===== src/rtl/pcfs_pkg.sv =====
// Constants, types and state layout for the program counter and fast stack.
// How it works
// - One shadow copy each of status, working and bank-select registers.
// - Software has no bus path to the shadow copies.
// - Interrupt vectoring copies status, working and bank into shadow.
// - Fast interrupt return reloads the three registers from shadow.
// - Low and high priority interrupts share the one shadow entry.
// - A nested high priority interrupt overwrites the shadow values.
// - Fast call saves the three registers; fast return restores them.
// - Program counter is 21 bits and holds a byte address.
// - Program counter low byte is a readable and writable register.
// - Counter bits 15 to 8 are not directly readable or writable.
// - Counter bits 20 to 16 are written from software only through the upper latch.
// - Counter bit zero is always zero for word alignment.
// - Sequential execution advances the counter by two.
// - Calls, jumps and branches load the counter, ignoring the latches.
// - Writing the low byte loads high and upper fields from latches.
// - Reading the low byte copies high and upper fields to latches.
// - Input clock divided by four into four phases per cycle.
// - Counter steps in phase one; instruction latched in phase four.
// - Fetched instruction executes in the next cycle, overlapping fetch.
package pcfs_pkg;

  localparam int PC_W = 21;

  localparam logic [7:0] ADDR_PCL    = 8'h00;
  localparam logic [7:0] ADDR_LATH   = 8'h04;
  localparam logic [7:0] ADDR_LATU   = 8'h08;
  localparam logic [7:0] ADDR_STATUS = 8'h0c;
  localparam logic [7:0] ADDR_WORK   = 8'h10;
  localparam logic [7:0] ADDR_BANK   = 8'h14;
  localparam logic [7:0] ADDR_PHASE  = 8'h18;

  localparam logic [20:0] PC_RST   = 21'h000000;
  localparam logic [20:0] PC_STEP  = 21'h000002;
  localparam logic [7:0]  BYTE_RST = 8'h00;
  localparam logic [4:0]  LATU_RST = 5'h00;
  localparam logic [15:0] IR_RST   = 16'h0000;

  typedef enum logic [1:0] {
    PH_ONE,
    PH_TWO,
    PH_THREE,
    PH_FOUR
  } pcfs_phase_t;

  typedef enum logic [2:0] {
    SEL_NONE,
    SEL_PCL,
    SEL_LATH,
    SEL_LATU,
    SEL_STATUS,
    SEL_WORK,
    SEL_BANK,
    SEL_PHASE
  } pcfs_sel_t;

  // Command from the instruction decoder, sampled in phase four.
  typedef struct packed {
    logic        vector;
    logic        fast_call;
    logic        fast_ret;
    logic        load;
    logic [20:0] target;
  } pcfs_cmd_t;

  typedef struct packed {
    logic [20:0] pc;
    logic [7:0]  lath;
    logic [4:0]  latu;
    logic [7:0]  status;
    logic [7:0]  work;
    logic [7:0]  bank;
    logic [7:0]  sh_status;
    logic [7:0]  sh_work;
    logic [7:0]  sh_bank;
    logic [15:0] ir;
    pcfs_phase_t phase;
    logic        skip_inc;
    logic        ack;
    logic [31:0] rdata;
  } pcfs_state_t;

endpackage


===== src/rtl/pcfs_core.sv =====
// Program counter, latch registers, fast shadow stack and phase generator.
//
// Design decisions made here: the Wishbone interface to the registers and the register offsets.
`timescale 1ns/1ns
module pcfs_core
  import pcfs_pkg::*;
(
  input  wire logic        clk,
  input  wire logic        rst,
  input  wire logic        wb_cyc_i,
  input  wire logic        wb_stb_i,
  input  wire logic        wb_we_i,
  input  wire logic [7:0]  wb_adr_i,
  input  wire logic [3:0]  wb_sel_i,
  input  wire logic [31:0] wb_dat_i,
  output logic      [31:0] wb_dat_o,
  output logic             wb_ack_o,
  input  wire pcfs_cmd_t   cmd,
  input  wire logic [15:0] instr_word,
  output logic      [20:0] fetch_addr,
  output logic      [15:0] instr_latched,
  output logic      [3:0]  phase_strobe,
  output logic      [7:0]  status_value,
  output logic      [7:0]  working_value,
  output logic      [7:0]  bank_value
);

  pcfs_state_t state_reg;
  pcfs_state_t state_next;
  logic        bus_take;
  logic        bus_wr;
  logic        pcl_wr;
  logic        pcl_rd;
  pcfs_sel_t   bus_sel;

  // Maps a byte address to a register; misaligned or unknown is none.
  function automatic pcfs_sel_t reg_decode(input logic [7:0] adr);
    pcfs_sel_t s;
    s = SEL_NONE;
    case (adr)
      ADDR_PCL:    s = SEL_PCL;
      ADDR_LATH:   s = SEL_LATH;
      ADDR_LATU:   s = SEL_LATU;
      ADDR_STATUS: s = SEL_STATUS;
      ADDR_WORK:   s = SEL_WORK;
      ADDR_BANK:   s = SEL_BANK;
      ADDR_PHASE:  s = SEL_PHASE;
      default:     s = SEL_NONE;
    endcase
    return s;
  endfunction

  // A request is taken in the cycle before ack rises, once per access.
  assign bus_take = wb_cyc_i && wb_stb_i && !state_reg.ack;
  assign bus_wr   = bus_take && wb_we_i && wb_sel_i[0];
  assign bus_sel  = reg_decode(wb_adr_i);
  assign pcl_wr   = bus_wr && (bus_sel == SEL_PCL);
  assign pcl_rd   = bus_take && !wb_we_i && (bus_sel == SEL_PCL);

  always_comb begin
    state_next     = state_reg;
    state_next.ack = bus_take;

    // The input clock is split into four phases per instruction cycle.
    case (state_reg.phase)
      PH_ONE:   state_next.phase = PH_TWO;
      PH_TWO:   state_next.phase = PH_THREE;
      PH_THREE: state_next.phase = PH_FOUR;
      PH_FOUR:  state_next.phase = PH_ONE;
      default:  state_next.phase = PH_ONE;
    endcase

    // A load in the previous phase four already points at the target,
    // so the following step is swallowed instead of skipping a word.
    if (state_reg.phase == PH_ONE) begin
      if (state_reg.skip_inc) begin
        state_next.skip_inc = 1'b0;
      end else begin
        state_next.pc = state_reg.pc + PC_STEP;
      end
    end

    if (state_reg.phase == PH_FOUR) begin
      // The decoder works on this word for the whole next cycle.
      state_next.ir = instr_word;
      if (cmd.vector || cmd.fast_call) begin
        // Either priority lands in the single entry, overwriting it.
        state_next.sh_status = state_reg.status;
        state_next.sh_work   = state_reg.work;
        state_next.sh_bank   = state_reg.bank;
      end else if (cmd.fast_ret) begin
        state_next.status = state_reg.sh_status;
        state_next.work   = state_reg.sh_work;
        state_next.bank   = state_reg.sh_bank;
      end
      // Plain calls and returns touch neither copy.
      if (cmd.load) begin
        // Direct loads bypass both latch registers.
        state_next.pc       = {cmd.target[20:1], 1'b0};
        state_next.skip_inc = 1'b1;
      end
    end

    // Bus accesses come last so that software writes win a collision.
    if (bus_wr) begin
      case (bus_sel)
        SEL_PCL: begin
          state_next.pc = {state_reg.latu, state_reg.lath,
                           wb_dat_i[7:1], 1'b0};
          state_next.skip_inc = 1'b1;
        end
        SEL_LATH:   state_next.lath   = wb_dat_i[7:0];
        SEL_LATU:   state_next.latu   = wb_dat_i[4:0];
        SEL_STATUS: state_next.status = wb_dat_i[7:0];
        SEL_WORK:   state_next.work   = wb_dat_i[7:0];
        SEL_BANK:   state_next.bank   = wb_dat_i[7:0];
        default:    state_next.rdata  = state_reg.rdata;
      endcase
    end

    if (bus_take && !wb_we_i) begin
      // The shadow copies have no address here.
      case (bus_sel)
        SEL_PCL: begin
          state_next.rdata = {24'h000000, state_reg.pc[7:0]};
          state_next.lath  = state_reg.pc[15:8];
          state_next.latu  = state_reg.pc[20:16];
        end
        SEL_LATH:   state_next.rdata = {24'h000000, state_reg.lath};
        SEL_LATU:   state_next.rdata = {27'h0000000, state_reg.latu};
        SEL_STATUS: state_next.rdata = {24'h000000, state_reg.status};
        SEL_WORK:   state_next.rdata = {24'h000000, state_reg.work};
        SEL_BANK:   state_next.rdata = {24'h000000, state_reg.bank};
        SEL_PHASE:  state_next.rdata = {30'h00000000, state_reg.phase};
        default:    state_next.rdata = 32'h00000000;
      endcase
    end
  end

  always_ff @(posedge clk or posedge rst) begin
    if (rst) begin
      state_reg.pc        <= PC_RST;
      state_reg.lath      <= BYTE_RST;
      state_reg.latu      <= LATU_RST;
      state_reg.status    <= BYTE_RST;
      state_reg.work      <= BYTE_RST;
      state_reg.bank      <= BYTE_RST;
      state_reg.sh_status <= BYTE_RST;
      state_reg.sh_work   <= BYTE_RST;
      state_reg.sh_bank   <= BYTE_RST;
      state_reg.ir        <= IR_RST;
      state_reg.phase     <= PH_ONE;
      state_reg.skip_inc  <= 1'b0;
      state_reg.ack       <= 1'b0;
      state_reg.rdata     <= 32'h00000000;
    end else begin
      state_reg <= state_next;
    end
  end

  assign wb_dat_o      = state_reg.rdata;
  assign wb_ack_o      = state_reg.ack;
  assign fetch_addr    = state_reg.pc;
  assign instr_latched = state_reg.ir;
  assign status_value  = state_reg.status;
  assign working_value = state_reg.work;
  assign bank_value    = state_reg.bank;

  generate
    for (genvar i = 0; i < 4; i++) begin : g_phase
      assign phase_strobe[i] = (state_reg.phase == pcfs_phase_t'(i));
    end
  endgenerate
endmodule


===== config.mk =====
export PLATFORM = sky130hd
export DESIGN_NAME = pcfs_core
export DESIGN_NICKNAME = d
export VERILOG_FILES = /design/src/rtl/pcfs_pkg.sv /design/src/rtl/pcfs_core.sv
export SDC_FILE = /design/constraint.sdc
export NUM_CORES = 1
export LEC_CHECK = 0
export BUFFER_PORTS_ARGS = -buffer_cell sky130_fd_sc_hd__buf_2
export CAP_MARGIN = 20
export CORE_ASPECT_RATIO = 2
export CORE_MARGIN = 4
export CORE_UTILIZATION = 30
export DETAILED_ROUTE_END_ITERATION = 12
export HOLD_SLACK_MARGIN = 0.1
export SKIP_CTS_REPAIR_TIMING = 1
export SYNTH_ARGS = -nofsm -noshare
export SYNTH_HDL_FRONTEND = slang
export SYNTH_SLANG_ARGS = --single-unit

===== constraint.sdc =====
create_clock -name clk -period 3.7 [get_ports clk]
set_clock_uncertainty 0.15 [all_clocks]
set_input_delay 0 -clock clk [delete_from_list [all_inputs] [get_ports clk]]
set_output_delay 0 -clock clk [all_outputs]
set_load 0.01 [all_outputs]

==> run metrics <==
die extent in x 110 um; vias in the first global route 4526; main flop type after synthesis dfrtp_1; setup repair after global routing missed its margin no; cells after synthesis 625; CP Cell Sequence ha_1 -> nand2_1 -> nor2_1 -> a211oi_1 -> a21o_1 -> dlygate4sd3_1; sequential element share of the synthesized area 0.439; initial antenna violation count 1; worst r2r dst fetch_addr[2]; Final Max Tran Viols 0; TritonRoute pass-1 iters 4; M1 WL 6.65 mm; Util after Layout 0.362; Starting Density 0.305; WL final 18.7 mm; global-route usage over all layers 0.162; total grt overflow 0; CP Buf/Inv Count 1; DP HPWL 14.2 mm; top routing layer in use met5; Multi-input gate area 2750 um^2; WL met2 10.1 mm; post-synthesis average cell area 10.0 um^2; Peak Freq 358 MHz; IO buf count 135; cell family with most CP delay simple AND/OR/NAND/NOR gates; H-tree depth 3; CP max stage cell nand2_1; number of synthesized register bits 110; Hold Crit Start wb_adr_i[6]; Worst Reg-to-Reg Cells 6; Critical Path RT 3.80 ns; CTS max path bufs 2; share of cells above drive strength 1 0.301; non-filler cells, final 998; Area Growth Syn to Fin 18.6%; largest family of logic cells by synthesized area multiplexers; largest net degree at the start of global routing 70; Storage cell area 2750 um^2; Std-Cell Rows 74; mean routed wirelength per cell 18.8 um; Core Area 20600 um^2; Final setup viols 0; Fill cells 2148; Ports 188; EDFF count, synth 0; clk slew on worst S/H paths 0.08 ns; Final Cycle Share 0.755; FF-to-FF setup slack 0.91 ns; max reg flops 40; Synth top area share 0.439; most area-consuming cells after synthesis dfrtp_1 (44%), buf_4 (11%), mux2_2 (8.3%), mux2i_1 (7.3%), o21ai_0 (3.2%); Initial DRC Count 273; crit path time final 2.79 ns; post-synthesis mux area share 0.163; dpl cells 932; Compound-Gate Fraction of Synth Area 0.0895; Synth Area in XOR/XNOR 0.0154; post-route cell area 7440 um^2; Setup CP Type flip-flop to flip-flop; Hold Crit Depth 4; Antenna Nets Post-Route 0; worst hold margin 0.106 ns; GPL Wtd Cong 0.827; DRC Markers 0; Worst-Margin Slew 0.967 ns; Vias 4799; Post-synth top cells dfrtp_1 (110), buf_4 (95), nand2_1 (51); Worst Path Arrival 2.90 ns; Yosys cell types 53; Fin Setup TNS 0 ns; Max-slew headroom 0.353; CP Max Fanout 24; cts bufs inserted 9; hold endpoint wb_dat_o[7]; leading area contributor after synthesis dfrtp_1; CTS tree done; Die ar. 23400 um^2; vias per std cell 4.81; Adder-Cell Fraction of Synth Area 0.00997; Fin. Hold Viols 0; Max-cap violations 0; Area after DPL 6600 um^2; die height 213 um; clk root buf clkbuf_16; Hold/Removal Path Class input pin to flip-flop; first-pass GRT wire length 27.4 mm; area of the mapped netlist 6280 um^2; outcome finished clean; Synth warnings 0; Power Dens Cells 377 nW/um^2; Critical R2R Launch state_reg[34]; async set-reset flop share out of synthesis 1.00; Peak VDD IR 0.243 mV; clock sink count 110; Critical Path End Type flip-flop; Final #Nets 822; leakage 3.46 nW; max incr delay on CP 0.62 ns; met3 WL post-DR 1.01 mm; Post-Synth Simple-Gate Area 0.145; count leader, synth dfrtp_1; Critical Path Source Type flip-flop; clk_lat worst skew 0.37 ns; Antenna diodes 0
==> worst min-delay path: cells and delay by family <==
kind	cells	cell delay [ns]
buf+inv	1	0.11
compound gates	1	0.11
simple gates	2	0.34
==> cells by family after synthesis <==
| group | count (synthesis) |
|---|---|
| other | 1 |
| XOR/XNOR | 11 |
| adder cells (fa/ha/maj) | 5 |
| AND/OR/NAND/NOR | 176 |
| buffers and inverters | 131 |
| flip-flops | 110 |
| multiplexers | 94 |
| AO/OA/AOI/OAI | 97 |
==> area by class of cell <==
class                           instances  share of cell area
Sequential cell                       110               0.370
Multi-Input combinational cell        407               0.370
Timing Repair Buffer                  193               0.166
Tap cell                              266              0.0447
Clock buffer                           10              0.0308
Clock inverter                          6              0.0156
Inverter                                6             0.00336
==> per-stage QoR <==
stage / setup slack [ns] / total power [W]
after global routing: 0.745 / 0.00292
after floorplan: 0.648 / 0.00156
after CTS: 1.22 / 0.00279
after global placement: 1.27 / 0.00164
final: 0.905 / 0.00280
after detailed placement: 1.24 / 0.00164
==> worst max path at each step <==
stage	startpoint	end	slack, ns	cells past startpoint
floorplan	rst	bank_value[0]	0.65	1
global placement	state_reg[34]	fetch_addr[20]	1.27	7
detailed placement	state_reg[34]	fetch_addr[20]	1.24	7
CTS	state_reg[34]	fetch_addr[20]	1.22	7
global route	state_reg[34]	fetch_addr[2]	0.74	6
finish	state_reg[34]	fetch_addr[2]	0.91	6
==> layout by cell type, fill, tap and decap left out, types with 2 or more instances in the layout <==
cell | synthesis | final
a211oi_1 | 4 | 4
a21o_1 | 2 | 2
a21oi_1 | 28 | 28
a22oi_1 | 4 | 4
a31o_2 | 2 | 2
and2_1 | 2 | 2
and3_1 | 7 | 7
and4_1 | 3 | 3
buf_2 | 16 | 135
buf_4 | 95 | 8
bufinv_16 | 0 | 3
clkbuf_16 | 0 | 9
conb_1 | 1 | 24
dfrtp_1 | 110 | 110
dlygate4sd3_1 | 0 | 50
ha_1 | 5 | 5
inv_1 | 6 | 5
inv_6 | 0 | 2
mux2_2 | 46 | 46
mux2i_1 | 46 | 46
mux4_2 | 2 | 2
nand2_1 | 51 | 51
nand3_1 | 11 | 11
nand3b_1 | 3 | 3
nand4_1 | 7 | 7
nor2_1 | 47 | 47
nor2b_1 | 2 | 2
nor3_1 | 18 | 18
nor4_1 | 5 | 5
o21ai_0 | 40 | 40
o21ai_1 | 4 | 3
o31a_1 | 4 | 4
o31ai_1 | 4 | 4
or2_2 | 2 | 2
or3_1 | 4 | 4
xnor2_1 | 8 | 8
xor2_1 | 3 | 3
==> routing by layer <==
metal / GRT usage / vias to the layer above
met3: 0.0337 / 42
met2: 0.289 / 169
met5: 0 / -
met1: 0.171 / 2318
met4: 0.0935 / 2
li1: - / 2268
==> report_power, final <==
group / switching [W] / internal (W) / leakage (nW)
Sequential: 0.0000682 / 0.00125 / 1.44
Combinational: 0.000183 / 0.000162 / 1.86
Clock: 0.000474 / 0.000669 / 0.168
Total: 0.000725 / 0.00208 / 3.46
Power figures use the tool's default switching activity.
